**config.mk**
```make
export PLATFORM = sky130hd
export DESIGN_NAME = nvsrc_ctrl
export DESIGN_NICKNAME = d
export VERILOG_FILES = /design/src/nvsrc_pkg.sv /design/src/nvsrc_ctrl.sv /design/src/nvsrc_timer.sv
export VERILOG_INCLUDE_DIRS = /design/src
export SDC_FILE = /design/constraint.sdc
export NUM_CORES = 1
export LEC_CHECK = 0
export BUFFER_PORTS_ARGS = -buffer_cell sky130_fd_sc_hd__buf_4
export CELL_PAD_IN_SITES_DETAIL_PLACEMENT = 1
export CELL_PAD_IN_SITES_GLOBAL_PLACEMENT = 1
export CORE_UTILIZATION = 40
export DETAILED_ROUTE_END_ITERATION = 6
export HOLD_SLACK_MARGIN = 0.06
export PLACE_DENSITY_LB_ADDON = 0.15
export SLEW_MARGIN = 20
export SYNTH_ARGS = -nofsm -noshare
export SYNTH_HDL_FRONTEND = slang
export SYNTH_SLANG_ARGS = --single-unit
```
**constraint.sdc**
```tcl
create_clock -name clk_i -period 2.9 [get_ports clk_i]
set_clock_uncertainty 0.2 [all_clocks]
set_input_delay 0 -clock clk_i [delete_from_list [all_inputs] [get_ports clk_i]]
set_output_delay 0 -clock clk_i [all_outputs]
set_load 0.1 [all_outputs]
```
**src/nvsrc_defines.svh**
```systemverilog
// Purpose: Named widths, pin addresses and timing counts for the nvsram controller
// Assumes: 20 MHz system clock, slow speed grade figures cover the fast grade
// Notes:   Times keep their printed unit; cycle counts derive from the clock period
`ifndef NVSRC_DEFINES_SVH
`define NVSRC_DEFINES_SVH

////////////////////////////////////////////////////////////////////////////////
// Widths
`define NVSRC_ADDR_W            13
`define NVSRC_DATA_W            8
`define NVSRC_CNT_W             18
`define NVSRC_IDX_W             3

////////////////////////////////////////////////////////////////////////////////
// Software sequence addresses, in order
`define NVSRC_SEQ_ADDR0         13'h0000
`define NVSRC_SEQ_ADDR1         13'h1555
`define NVSRC_SEQ_ADDR2         13'h0aaa
`define NVSRC_SEQ_ADDR3         13'h1fff
`define NVSRC_SEQ_ADDR4         13'h10f0
`define NVSRC_SEQ_STORE_ADDR    13'h0f0f
`define NVSRC_SEQ_RECALL_ADDR   13'h0f0e
`define NVSRC_SEQ_IDX1          3'h1
`define NVSRC_SEQ_IDX2          3'h2
`define NVSRC_SEQ_IDX3          3'h3
`define NVSRC_SEQ_IDX4          3'h4
`define NVSRC_SEQ_LAST          3'h5
`define NVSRC_SEQ_FIRST         3'h0

////////////////////////////////////////////////////////////////////////////////
// Times in their own units
`define NVSRC_CLK_PERIOD_NS     50
`define NVSRC_SELECT_PULSE_NS   45
`define NVSRC_RECALL_INIT_NS    25
`define NVSRC_RECALL_DUR_US     20
`define NVSRC_STORE_DUR_MS      10
`define NVSRC_SYNC_STAGES       2
`define NVSRC_PIN_LAG           1

////////////////////////////////////////////////////////////////////////////////
// Cycle counts, least times rounded up
`define NVSRC_SELECT_CYC      ((`NVSRC_SELECT_PULSE_NS + `NVSRC_CLK_PERIOD_NS - 1) / `NVSRC_CLK_PERIOD_NS)
`define NVSRC_RECALL_INIT_CYC ((`NVSRC_RECALL_INIT_NS + `NVSRC_CLK_PERIOD_NS - 1) / `NVSRC_CLK_PERIOD_NS)
`define NVSRC_RECALL_CYC      ((`NVSRC_RECALL_DUR_US * 1000 + `NVSRC_CLK_PERIOD_NS - 1) / `NVSRC_CLK_PERIOD_NS)
`define NVSRC_STORE_CYC       ((`NVSRC_STORE_DUR_MS * 1000000 + `NVSRC_CLK_PERIOD_NS - 1) / `NVSRC_CLK_PERIOD_NS)
`define NVSRC_READ_CYC        (`NVSRC_SELECT_CYC + `NVSRC_SYNC_STAGES + `NVSRC_PIN_LAG)

`endif

```
**src/nvsrc_pkg.sv**
```systemverilog
// Purpose: Types shared by the nvsram controller files
// Assumes: nvsrc_defines.svh supplies the widths
// Notes:   State codes are one-hot
`include "nvsrc_defines.svh"

package nvsrc_pkg;

    ////////////////////////////////////////////////////////////////////////////
    // Commands from the user side
    typedef enum logic [2:0] {
        NVSRC_OP_READ       = 3'h0,
        NVSRC_OP_WRITE      = 3'h1,
        NVSRC_OP_RECALL_CE  = 3'h2,
        NVSRC_OP_RECALL_OE  = 3'h3,
        NVSRC_OP_SW_STORE   = 3'h4,
        NVSRC_OP_SW_RECALL  = 3'h5
    } nvsrc_op_t;

    typedef struct packed {
        nvsrc_op_t                  op;
        logic [`NVSRC_ADDR_W-1:0]   addr;
        logic [`NVSRC_DATA_W-1:0]   wdata;
    } nvsrc_cmd_t;

    ////////////////////////////////////////////////////////////////////////////
    // Memory pins driven by the controller
    typedef struct packed {
        logic                       chip_enable_n;
        logic                       write_enable_n;
        logic                       output_enable_n;
        logic                       nonvolatile_trigger_n;
        logic [`NVSRC_ADDR_W-1:0]   address_pins;
        logic [`NVSRC_DATA_W-1:0]   data_pins;
        logic                       data_pins_oe;
    } nvsrc_pins_t;

    ////////////////////////////////////////////////////////////////////////////
    // Sequencer states
    typedef enum logic [4:0] {
        NVSRC_ST_IDLE    = 5'h01,
        NVSRC_ST_SETUP   = 5'h02,
        NVSRC_ST_SELECT  = 5'h04,
        NVSRC_ST_RELEASE = 5'h08,
        NVSRC_ST_WAIT    = 5'h10
    } nvsrc_state_t;

endpackage

```
**src/nvsrc_ctrl.sv**
```systemverilog
// Purpose: Host controller driving an 8K x 8 nvsram over its asynchronous pins
// Assumes: 20 MHz clock; read data pins arrive from outside and are synchronised
// Notes:   Pin levels are registered, so they lag the state by one cycle
`timescale 1ns/1ps
`include "nvsrc_defines.svh"

module nvsrc_ctrl
    import nvsrc_pkg::*;
#(
    parameter logic [`NVSRC_CNT_W-1:0] STORE_WAIT_CYC = `NVSRC_CNT_W'(`NVSRC_STORE_CYC)
) (
    input  wire logic                      clk_i,
    input  wire logic                      rstn_i,
    input  wire logic                      cmd_valid_i,
    output logic                           cmd_ready_o,
    input  wire nvsrc_pkg::nvsrc_cmd_t     cmd_i,
    output logic                           rsp_valid_o,
    output logic [`NVSRC_DATA_W-1:0]       rsp_rdata_o,
    output nvsrc_pkg::nvsrc_pins_t         pins_o,
    input  wire logic [`NVSRC_DATA_W-1:0]  data_pins_i
);

    import nvsrc_pkg::*;

    ////////////////////////////////////////////////////////////////////////////
    // Declarations
    nvsrc_state_t                state_q;
    nvsrc_state_t                state_d;
    nvsrc_op_t                   op_q;
    logic [`NVSRC_ADDR_W-1:0]    addr_q;
    logic [`NVSRC_DATA_W-1:0]    wdata_q;
    logic [`NVSRC_IDX_W-1:0]     idx_q;
    logic [`NVSRC_IDX_W-1:0]     idx_d;
    logic [`NVSRC_DATA_W-1:0]    dq_s1_q;
    logic [`NVSRC_DATA_W-1:0]    dq_s2_q;
    logic [`NVSRC_DATA_W-1:0]    rdata_q;
    logic                        rsp_q;
    logic                        rsp_d;
    nvsrc_pins_t                 pins_q;
    nvsrc_pins_t                 pins_d;
    logic                        tmr_load;
    logic [`NVSRC_CNT_W-1:0]     tmr_value;
    logic                        tmr_done;
    logic                        take;
    logic                        in_idle;
    logic                        in_setup;
    logic                        in_sel;
    logic                        in_rel;
    logic                        in_wait;
    logic                        active;
    logic                        is_rd;
    logic                        is_wr;
    logic                        is_rce;
    logic                        is_roe;
    logic                        is_rec;
    logic                        is_sw;
    logic                        seq_last;
    logic [`NVSRC_ADDR_W-1:0]    seq_addr;
    logic [`NVSRC_ADDR_W-1:0]    last_addr;
    logic [`NVSRC_CNT_W-1:0]     sel_cyc;
    logic [`NVSRC_CNT_W-1:0]     nv_cyc;

    ////////////////////////////////////////////////////////////////////////////
    // State and operation decode
    assign in_idle  = (state_q == NVSRC_ST_IDLE);
    assign in_setup = (state_q == NVSRC_ST_SETUP);
    assign in_sel   = (state_q == NVSRC_ST_SELECT);
    assign in_rel   = (state_q == NVSRC_ST_RELEASE);
    assign in_wait  = (state_q == NVSRC_ST_WAIT);
    assign active   = in_setup | in_sel;
    assign is_rd    = (op_q == NVSRC_OP_READ);
    assign is_wr    = (op_q == NVSRC_OP_WRITE);
    assign is_rce   = (op_q == NVSRC_OP_RECALL_CE);
    assign is_roe   = (op_q == NVSRC_OP_RECALL_OE);
    assign is_rec   = is_rce | is_roe;
    assign is_sw    = (op_q == NVSRC_OP_SW_STORE) | (op_q == NVSRC_OP_SW_RECALL);
    assign seq_last = (idx_q == `NVSRC_SEQ_LAST);

    assign cmd_ready_o = in_idle;
    assign take        = cmd_valid_i & in_idle;

    ////////////////////////////////////////////////////////////////////////////
    // Sequence address selection
    // store or recall final address
    assign last_addr = (op_q == NVSRC_OP_SW_RECALL) ? `NVSRC_SEQ_RECALL_ADDR
                                                    : `NVSRC_SEQ_STORE_ADDR;
    assign seq_addr = (idx_q == `NVSRC_SEQ_FIRST) ? `NVSRC_SEQ_ADDR0 :
                      (idx_q == `NVSRC_SEQ_IDX1)  ? `NVSRC_SEQ_ADDR1 :
                      (idx_q == `NVSRC_SEQ_IDX2)  ? `NVSRC_SEQ_ADDR2 :
                      (idx_q == `NVSRC_SEQ_IDX3)  ? `NVSRC_SEQ_ADDR3 :
                      (idx_q == `NVSRC_SEQ_IDX4)  ? `NVSRC_SEQ_ADDR4 : last_addr;

    ////////////////////////////////////////////////////////////////////////////
    // Phase lengths
    // select pulse length
    assign sel_cyc = is_rec ? `NVSRC_CNT_W'(`NVSRC_RECALL_INIT_CYC) :
                     is_rd  ? `NVSRC_CNT_W'(`NVSRC_READ_CYC) :
                              `NVSRC_CNT_W'(`NVSRC_SELECT_CYC);
    assign nv_cyc  = (op_q == NVSRC_OP_SW_STORE) ? STORE_WAIT_CYC
                                                 : `NVSRC_CNT_W'(`NVSRC_RECALL_CYC);
    assign tmr_load  = in_setup | (in_rel & (is_rec | (is_sw & seq_last)));
    assign tmr_value = in_setup ? sel_cyc : nv_cyc;

    nvsrc_timer #(
        .W       (`NVSRC_CNT_W)
    ) u_timer (
        .clk_i   (clk_i),
        .rstn_i  (rstn_i),
        .load_i  (tmr_load),
        .value_i (tmr_value),
        .done_o  (tmr_done)
    );

    ////////////////////////////////////////////////////////////////////////////
    // Next state
    always_comb begin
        state_d = state_q;
        idx_d   = idx_q;
        rsp_d   = 1'b0;
        case (state_q)
            NVSRC_ST_IDLE: begin
                if (take) begin
                    state_d = NVSRC_ST_SETUP;
                    idx_d   = `NVSRC_SEQ_FIRST;
                end
            end
            NVSRC_ST_SETUP: begin
                state_d = NVSRC_ST_SELECT;
            end
            NVSRC_ST_SELECT: begin
                if (tmr_done) begin
                    state_d = NVSRC_ST_RELEASE;
                end
            end
            NVSRC_ST_RELEASE: begin
                if (is_rec || (is_sw && seq_last)) begin
                    state_d = NVSRC_ST_WAIT;
                end else if (is_sw) begin
                    state_d = NVSRC_ST_SETUP;
                    idx_d   = `NVSRC_IDX_W'(idx_q + `NVSRC_SEQ_IDX1);
                end else begin
                    state_d = NVSRC_ST_IDLE;
                    rsp_d   = 1'b1;
                end
            end
            NVSRC_ST_WAIT: begin
                if (tmr_done) begin
                    state_d = NVSRC_ST_IDLE;
                    rsp_d   = 1'b1;
                end
            end
            default: begin
                state_d = NVSRC_ST_IDLE;
            end
        endcase
    end

    ////////////////////////////////////////////////////////////////////////////
    // Pin levels for the current phase
    // address from setup on
    assign pins_d.address_pins = is_sw ? seq_addr : addr_q;
    assign pins_d.chip_enable_n = ~((in_sel & ~is_roe) | (active & is_roe));
    assign pins_d.write_enable_n = ~(is_wr & active);
    assign pins_d.output_enable_n = ~((is_rd & active) | (is_rce & active)
                                      | (is_roe & in_sel));
    assign pins_d.nonvolatile_trigger_n = ~(is_rec & active);
    assign pins_d.data_pins = wdata_q;
    assign pins_d.data_pins_oe = is_wr & (active | in_rel);

    ////////////////////////////////////////////////////////////////////////////
    // Sequencer registers
    always_ff @(posedge clk_i or negedge rstn_i) begin
        if (!rstn_i) begin
            state_q <= NVSRC_ST_IDLE;
            idx_q   <= `NVSRC_SEQ_FIRST;
            rsp_q   <= 1'b0;
        end else begin
            state_q <= state_d;
            idx_q   <= idx_d;
            rsp_q   <= rsp_d;
        end
    end

    // Command capture
    always_ff @(posedge clk_i or negedge rstn_i) begin
        if (!rstn_i) begin
            op_q    <= NVSRC_OP_READ;
            addr_q  <= '0;
            wdata_q <= '0;
        end else if (take) begin
            op_q    <= cmd_i.op;
            addr_q  <= cmd_i.addr;
            wdata_q <= cmd_i.wdata;
        end
    end

    // Registered pins, idle levels deselected
    always_ff @(posedge clk_i or negedge rstn_i) begin
        if (!rstn_i) begin
            pins_q <= '{chip_enable_n: 1'b1, write_enable_n: 1'b1,
                        output_enable_n: 1'b1, nonvolatile_trigger_n: 1'b1,
                        address_pins: '0, data_pins: '0, data_pins_oe: 1'b0};
        end else begin
            pins_q <= pins_d;
        end
    end

    // Two-stage synchroniser on the data pins
    always_ff @(posedge clk_i or negedge rstn_i) begin
        if (!rstn_i) begin
            dq_s1_q <= '0;
            dq_s2_q <= '0;
        end else begin
            dq_s1_q <= data_pins_i;
            dq_s2_q <= dq_s1_q;
        end
    end

    always_ff @(posedge clk_i or negedge rstn_i) begin
        if (!rstn_i) begin
            rdata_q <= '0;
        end else if (in_sel && tmr_done && is_rd) begin
            rdata_q <= dq_s2_q;
        end
    end

    ////////////////////////////////////////////////////////////////////////////
    // Outputs
    assign pins_o      = pins_q;
    assign rsp_valid_o = rsp_q;
    assign rsp_rdata_o = rdata_q;

endmodule

```
**src/nvsrc_timer.sv**
```systemverilog
// Purpose: Down counter timing pin phases and non-volatile waits
// Assumes: Load values are one or more
// Notes:   done_o is high in the last of the loaded number of cycles
`timescale 1ns/1ps

module nvsrc_timer #(
    parameter int W = 18
) (
    input  wire logic         clk_i,
    input  wire logic         rstn_i,
    input  wire logic         load_i,
    input  wire logic [W-1:0] value_i,
    output logic              done_o
);

    logic [W-1:0] cnt_q;
    logic [W-1:0] cnt_d;

    // Next count: load minus one, else count down to zero
    assign cnt_d = load_i ? W'(value_i - W'(1)) :
                   (cnt_q != '0) ? W'(cnt_q - W'(1)) : cnt_q;
    assign done_o = (cnt_q == '0);

    // Count register
    always_ff @(posedge clk_i or negedge rstn_i) begin
        if (!rstn_i) begin
            cnt_q <= '0;
        end else begin
            cnt_q <= cnt_d;
        end
    end

endmodule

```
======== Word level (Yosys, flattened, before mapping) ========
Index checks and enable logic that the tools add are counted.
cells by class
  muxes and demuxes ....................... 27
  $lt $le $gt $ge ......................... 0
  shifts and indexed selects .............. 0
  add/subtract/negate cells ............... 3
  divide/modulo/power cells ............... 0
  bitwise logic cells ..................... 25
  reductions and logical operators ........ 12
  equality and inequality tests ........... 20
  multiply operators ...................... 0
operators by type and width
  kind                   count
  $mux 13                6
  $mux 18                4
  $sub 18x1->18 const B  2
  $pmux 5 s5             1
  $mux 5                 4
  $logic_not 18->1       1
  $reduce_bool 18->1     1
  $mux 3                 5
  $eq 3x2->1 const B     4
  $eq 3x3->1 const B     4
  $and 1x1->1            11
  $or 1x1->1             9
  $ne 2x2->1 const B     4
  $eq 3x1->1 const B     2
  $logic_not 3->1        2
  $pmux 3 s2             1
  $eq 5x1->1 const B     1
  $eq 5x2->1 const B     1
  $eq 5x3->1 const B     1
  $eq 5x4->1 const B     1
  $eq 5x5->1 const B     1
  $not 1->1              5
  $mux 1                 4
  $reduce_and 4->1       1
  8 further kinds        11
storage, ports and cells
  bits in registers ....................... 101
  bits of input ports ..................... 35
  RAM bits ................................ 0
  bits in latches ......................... 0
  memories ................................ 0
  bits in read-only memories .............. 0

======== Depth between registers and ports, before layout ========
Gate-level depths: netlist of run 1.
  depth in word-level cells ............... 8
  depth in mapped cells ................... 13

======== Cells and area by module ========
From an unflattened synthesis of run 1, not the netlist that was laid out.
second synthesis, totals
  cells, all modules ...................... 357
  area, all modules ....................... 4520.6 um^2
modules (own cells, without submodules)
  module       times used  area each (um^2)  cells an instance
  nvsrc_ctrl   1           3113.0            219
  nvsrc_timer  1           1407.6            138

======== Worst setup path before layout of run 1 ========
Ideal clock, no wire load.
  path type ............................... flip-flop to flip-flop
  start point ............................. register state_q[2]
  end point ............................... register addr_q[0]
  period minus slack after synthesis ...... 4807 ps
  cell stages (with the launch flop) ...... 6
  arrival ................................. 4482 ps
  slack ................................... -1907 ps
  path through ............................ dfrtp_1 -> or3_1 -> nor3b_1 -> nand2_1 -> clkbuf_1 -> mux2_2
between the ends
  longest elaborated chain between the ends .. 2
ends and longest elaborated chain
  what                      line               source
  start: declaration        nvsrc_ctrl.sv:27   nvsrc_state_t state_q;
  start signal: assignment  nvsrc_ctrl.sv:178  state_q <= state_d;
  $eq 5x1->1                nvsrc_ctrl.sv:65   assign in_idle = (state_q == NVSRC_ST_IDLE);
  via cmd_ready_o           nvsrc_ctrl.sv:15   output logic cmd_ready_o,
  $and 1x1->1               nvsrc_ctrl.sv:80   assign take = cmd_valid_i & in_idle;
  end signal: assignment    nvsrc_ctrl.sv:192  addr_q <= cmd_i.addr;
  end: declaration          nvsrc_ctrl.sv:30   logic [`NVSRC_ADDR_W-1:0] addr_q;
The timed path passes the listed nets, and every way through them passes these cells.
A chain may end at the register's enable or synchronous reset.

======== Worst setup path in the final report of run 1 ========
  start point ............................. register state_q[2]
  end point ............................... register addr_q[0]
between the ends
  longest elaborated chain between the ends .. 2
ends and longest elaborated chain
  what         line
  $eq 5x1->1   nvsrc_ctrl.sv:65
  $and 1x1->1  nvsrc_ctrl.sv:80
Every way passes these cells.

==> impl_metrics.tcl, run 1 <==
set metrics [dict create \
    synth.largest_area_cell "dfrtp_1" \
    postRouteAntennaNets 0 \
    gate_count_after_technology_mapping 356 \
    timing.final.setup_violations 0 \
    antenna-diode-count 0 \
    type_of_the_tightest_min_delay_check "input pin to register" \
    crit_share_post_route_pct 95.7 \
    total_power_consumption_of_the_routed_design_mw 6.39 \
    vdd.ir_drop.worst_mv 0.763 \
    path_delay_family "simple AND/OR/NAND/NOR gates" \
    synth_simple_gate_area_share_pct 14.3 \
    end_kind "register" \
    chipHeight_um 105 \
    wl_per_cell_um 17.6 \
    post_synth_num_cell_types 51 \
    tightest_slew_ps 796 \
    avgSynthCellArea_sq_um 11.9 \
    critPathBufInv 2 \
    area_growth_pct 37.9 \
    grt_pass1_vias 3701 \
    synthMuxAreaShare_pct 8.75 \
    post_route_cells_drive_above_1_share_pct 31.9 \
    grt_max_degree 61 \
    ctsRootBufferMaster "clkbuf_8" \
    cts_sinks 101 \
    dieArea_sq_mm 0.0110 \
    synth-seq-cells 101 \
    dieWidth_um 105 \
    critical_path_arrival_ps 2840 \
    max_stage_delay_ps 570 \
    rows 37 \
    pwr-share-comb_pct 51.2 \
    hold_ws_ps 97.9 \
    main_area_contributors_after_synthesis "dfrtp_1 (57%), mux2_2 (8.8%), dfstp_2 (3.1%)" \
    clock_tree.buffer_depth 2 \
    synth_top_cell_area_share_pct 56.6 \
    remaining_drc_errors 0 \
    pin_count 71 \
    synthesis.nets 397 \
    mostFrequentLayoutCells "dfrtp_1 (96), buf_4 (85), dlygate4sd3_1 (58), mux2_2 (33), nand2_1 (24)" \
    max_clock_freq_mhz 360 \
    nFillCells 1051 \
    worst_relative_slew_slack_pct 46.9 \
    timing.final.crit_period_ps 2780 \
    placement.setup.worst_slack_ps 57.3 \
    final_core_utilization_pct 56.7 \
    drt-vias-per-instance 5.26 \
    worstPathMaxFanout 22 \
    run_status "completed" \
    number_of_warnings_reported_in_the_yosys_synthesis_log 0 \
    clock_group_share_of_total_power_pct 14.6 \
    grt-ovfl-total 0 \
    synth_compound_gate_area_share_pct 13.1 \
    grt_pass1_wl_mm 18.5 \
    synth_top_family_by_area "simple AND/OR/NAND/NOR gates" \
    clock_tree.htree_level_count 3 \
    synth-async-reset-ratio_pct 100 \
    finalInstanceArea_sq_mm 0.00586 \
    hpwl_mm 7.38 \
    startpoint_type "register" \
    floorplan.initialDensity_pct 41.1 \
    port_buffers 70 \
    crit_path_cell_trace "or3_1 -> buf_4 -> nor3b_4 -> nand2_4 -> mux2_2 -> dlygate4sd3_1" \
    synth_top_flop_cell "dfrtp_1" \
    post_synth_adder_cell_area_pct 1.77 \
    hold_violations 0 \
    synth.yosys.seq_area_share_pct 59.7 \
    reg2reg_slack_ps 120 \
    gp_routability_congestion 0.827 \
    place_area_sq_mm 0.00504 \
    critical_path.slowest_cell "dlygate4sd3_1" \
    fin_nets 541 \
    clk_latency_worst_skew_pair_ps 380 \
    max_slew_violation_count 0 \
    net-switching-power_mw 2.97 \
    power_per_cell_area_mw_per_mm2 1090 \
    first_pass_iters 4 \
    leakagePower_nw 2.71 \
    grt_use_total_pct 22.1 \
    vias 3371 \
    power_switching_share_pct 46.5 \
    routed_wl_mm 11.3 \
    worstPathRequired_ps 2960 \
    tritoncts.num_buffers 9 \
    mostFrequentLayoutCell "dfrtp_1" \
    critical_path_class "register to register" \
    final_critical_path_setup_slack_ps 124 \
    clk_transition_reported_paths_ps 100 \
    syn_area_sq_mm 0.00425 \
    core_area_sq_mm 0.0103 \
    internal_power_mw 3.42 \
    synth_edf_count 0 \
    initialDrtViolationCount 105 \
    cts_tree "done" \
    cap_viol_max_count 0 \
    p_seq_share_pct 34.2 \
    antenna_found_initial 0 \
    xor_xnor_share_of_the_synthesized_area_pct 0.412 \
]
-- timing repair --
item / 4_1_cts / 5_1_grt
setup endpoints to repair: 0 / 4
endpoints found under the hold margin: 138 / 1
gates resized for setup: 0 / 5
buffers inserted: 0 / 1
hold buffers: 57 / 1
-- routing by layer --
layer,global-route usage (%),vias to the layer above,routed length [um]
li1,-,1572,-
met5,0,-,0
met4,8.85,0,194
met2,40.7,65,6260
met3,4.74,18,347
met1,24.6,1716,4460
-- worst reg2reg max path, cell delays in order (launching register included) --
cell           delay, ps
dfrtp_1              440
or3_1                410
buf_4                170
nor3b_4              290
nand2_4              240
mux2_2               350
dlygate4sd3_1        570
-- path summary, 6_finish.rpt --
| path | startpoint | end | cells past startpoint |
|---|---|---|---|
| worst max-delay path | state_q[2]$_DFFE_PN0P_ | addr_q[0]$_DFFE_PN0P_ | 6 |
| worst min-delay path | data_pins_i[4] | dq_s1_q[4]$_DFF_PN0_ | 2 |
| worst max register to register | state_q[2]$_DFFE_PN0P_ | addr_q[0]$_DFFE_PN0P_ | 6 |
| worst min register to register | dq_s1_q[7]$_DFF_PN0_ | dq_s2_q[7]$_DFF_PN0_ | 0 |
| max in group asynchronous | rstn_i | u_timer.cnt_q[9]$_DFFE_PN0P_ | 4 |
| min in group asynchronous | rstn_i | u_timer.cnt_q[11]$_DFFE_PN0P_ | 3 |
-- metrics by stage --
step,std cells,setup TNS [ps]
6_report,641,0
5_1_grt,641,-1.74
4_1_cts,639,0
3_5_place_dp,566,0
3_3_place_gp,566,0
2_1_floorplan,356,-22.8
-- kinds of logic after synthesis --
family / Yosys count
AND/OR/NAND/NOR: 110
flip-flops: 101
AO/OA/AOI/OAI: 82
multiplexers: 33
buffers and inverters: 22
adder cells (fa/ha/maj): 6
XOR/XNOR: 2
-- registers in the layout, summed over array words and instances (netlist names) --
name           flops
op_q               3
rsp_rdata_o        8
u_timer.cnt_q     18
state_q            5
wdata_q            8
idx_q              3
addr_q            13
pins_o            26
rsp_valid_o        1
dq_s2_q            8
dq_s1_q            8
-- power groups by stage --
stage	Sequential, mW	Clock, mW	Combinational [mW]
2_1_floorplan	3.24	0	1.17
4_1_cts	2.18	0.966	3.23
6_report	2.19	0.934	3.27
3_5_place_dp	2.21	0	2.98
3_3_place_gp	2.18	0	2.94
5_1_grt	2.25	1.02	3.47
-- final cells by class --
class	count	area, sq um	area share, %
multi-input cells	233	1670	28.5
clock inverters	7	80.1	1.37
flip-flops and latches	101	2530	43.3
repair buffers	144	1240	21.1
clock buffers	9	124	2.11
inverters	11	41.3	0.705
well taps	136	170	2.91
-- synth_stat cells (all sizes together) (5+ instances only) --
cell type / number
a211oi: 5
a21o: 8
a21oi: 13
clkbuf: 9
dfrtp: 96
dfstp: 5
ha: 6
inv: 11
mux2: 33
nand2: 26
nand3: 11
nor2: 23
nor2b: 6
nor3: 10
o211ai: 7
o21ai: 21
or2: 5
or3: 7
or4: 8
(Power assumes the default switching activity.)
==> run 2, diff against run 1 <==
RECOVER_POWER = 100   (was not set)
==> run 2 against run 1 <==
  * The run now ends with max-capacitance violations, max-slew violations left
  * Global-route usage stayed put
  * Critical path depth did not move
  * Fmax hardly changed
  * Sequential cell count is the same
  * Clock-buffer cell count is the same
  * Critical endpoint unchanged
==> impl_metrics.tcl, run 2 (synthesis results as in run 1) <==
set metrics [dict create \
    run_status "complete, but fails checks" \
    violated_checks "max-capacitance violations, max-slew violations" \
    pin_count 71 \
    tritoncts.num_buffers 9 \
    clk_latency_worst_skew_pair_ps 380 \
    core_area_sq_mm 0.0103 \
    port_buffers 70 \
    grt_use_total_pct 22.1 \
    mostFrequentLayoutCells "dfrtp_1 (96), dlygate4sd3_1 (58), clkbuf_1 (41), mux2_2 (33), buf_4 (33)" \
    antenna_found_initial 0 \
    worst_relative_slew_slack_pct -4.16 \
    gp_routability_congestion 0.827 \
    crit_path_cell_trace "or3_1 -> buf_4 -> nor3b_4 -> nand2_4 -> mux2_2 -> dlygate4sd3_1" \
    floorplan.initialDensity_pct 41.1 \
    crit_share_post_route_pct 95.7 \
    rows 37 \
    type_of_the_tightest_min_delay_check "input pin to register" \
    antenna-diode-count 0 \
    end_kind "register" \
    startpoint_type "register" \
    fin_nets 541 \
    routed_wl_mm 11.3 \
    nFillCells 1086 \
    initialDrtViolationCount 108 \
    chipHeight_um 105 \
    cts_sinks 101 \
    first_pass_iters 4 \
    largest_register_ffs 26 \
    dieWidth_um 105 \
    dieArea_sq_mm 0.0110 \
    grt_max_degree 61 \
    critical_path.slowest_cell "dlygate4sd3_1" \
    hold_ws_ps 114 \
    cap_viol_max_count 1 \
    postRouteAntennaNets 0 \
    power_per_cell_area_mw_per_mm2 1090 \
    worstPathRequired_ps 2960 \
    cts_tree "done" \
    drt-vias-per-instance 5.28 \
    clock_tree.buffer_depth 2 \
    remaining_drc_errors 0 \
    ctsRootBufferMaster "clkbuf_8" \
    vias 3382 \
    grt_pass1_wl_mm 18.5 \
    final_critical_path_setup_slack_ps 124 \
    critical_path_class "register to register" \
    grt-ovfl-total 0 \
    hpwl_mm 7.38 \
    timing.final.setup_violations 0 \
    tightest_slew_ps 1560 \
    max_stage_delay_ps 570 \
    leakagePower_nw 2.55 \
    mostFrequentLayoutCell "dfrtp_1" \
    max_clock_freq_mhz 360 \
    critPathBufInv 2 \
    vdd.ir_drop.worst_mv 0.741 \
    wl_per_cell_um 17.6 \
    area_growth_pct 33.8 \
    max_slew_violation_count 60 \
    post_route_cells_drive_above_1_share_pct 23.4 \
    hold_violations 0 \
    timing.final.crit_period_ps 2780 \
    grt_pass1_vias 3701 \
    clk_transition_reported_paths_ps 100 \
    critical_path_arrival_ps 2840 \
    path_delay_family "simple AND/OR/NAND/NOR gates" \
    placement.setup.worst_slack_ps 57.3 \
    worstPathMaxFanout 22 \
    clock_tree.htree_level_count 3 \
]
==> run 2: path summary, 6_finish.rpt <==
path,startpoint,cells past startpoint,endpoint,slack [ps]
min,data_pins_i[1],2,dq_s1_q[1]$_DFF_PN0_,110
max reg2reg,state_q[2]$_DFFE_PN0P_,6,addr_q[0]$_DFFE_PN0P_,120
min in group asynchronous,rstn_i,3,u_timer.cnt_q[11]$_DFFE_PN0P_,870
max,state_q[2]$_DFFE_PN0P_,6,addr_q[0]$_DFFE_PN0P_,120
max in group asynchronous,rstn_i,4,u_timer.cnt_q[9]$_DFFE_PN0P_,430
min reg2reg,dq_s1_q[7]$_DFF_PN0_,0,dq_s2_q[7]$_DFF_PN0_,160
==> run 2: layout make-up <==
| cell class | instances | area [sq um] | area share [%] |
|---|---|---|---|
| inverters | 11 | 41.3 | 0.727 |
| well taps | 136 | 170 | 2.99 |
| multi-input cells | 233 | 1660 | 29.2 |
| flip-flops and latches | 101 | 2530 | 44.6 |
| repair buffers | 144 | 1080 | 19.0 |
| clock inverters | 7 | 80.1 | 1.41 |
| clock buffers | 9 | 124 | 2.18 |
==> run 2: layer usage <==
metal / part of all wire [%] / GRT usage [%] / wire length, um / vias to the layer above
met5: 0 / 0 / 0 / -
met4: 1.7 / 8.85 / 194 / 0
met3: 3.2 / 4.74 / 362 / 18
met2: 56 / 40.7 / 6270 / 63
met1: 39 / 24.6 / 4440 / 1721
li1: - / - / - / 1580
==> run 2: power breakdown <==
group | internal, mW | switching, mW
Sequential | 1.88 | 0.307
Clock | 0.411 | 0.522
Combinational | 0.964 | 2.13
Total | 3.25 | 2.96
==> run 2: timing repair <==
action	4_1_cts	5_1_grt
hold buffers	57	1
gates resized for setup	0	5
hold endpoints to repair	138	1
setup endpoints to repair	0	4
buffers inserted	0	1
==> run 2: worst register-to-register path, stage by stage, from the launching register on <==
cell           delay, ps
dfrtp_1              440
or3_1                410
buf_4                170
nor3b_4              290
nand2_4              240
mux2_2               340
dlygate4sd3_1        570
==> run 2: per-stage QoR <==
step	instance area, sq um	setup TNS, ps	util, %	power (mW)	std cells
2_1_floorplan	4280	-22.8	-	4.41	356
3_3_place_gp	5040	0	48.9	5.11	566
3_5_place_dp	5040	0	48.9	5.19	566
4_1_cts	5820	0	56.4	6.38	639
5_1_grt	5680	-0.862	55.0	6.55	641
6_report	5680	0	55.0	6.21	641
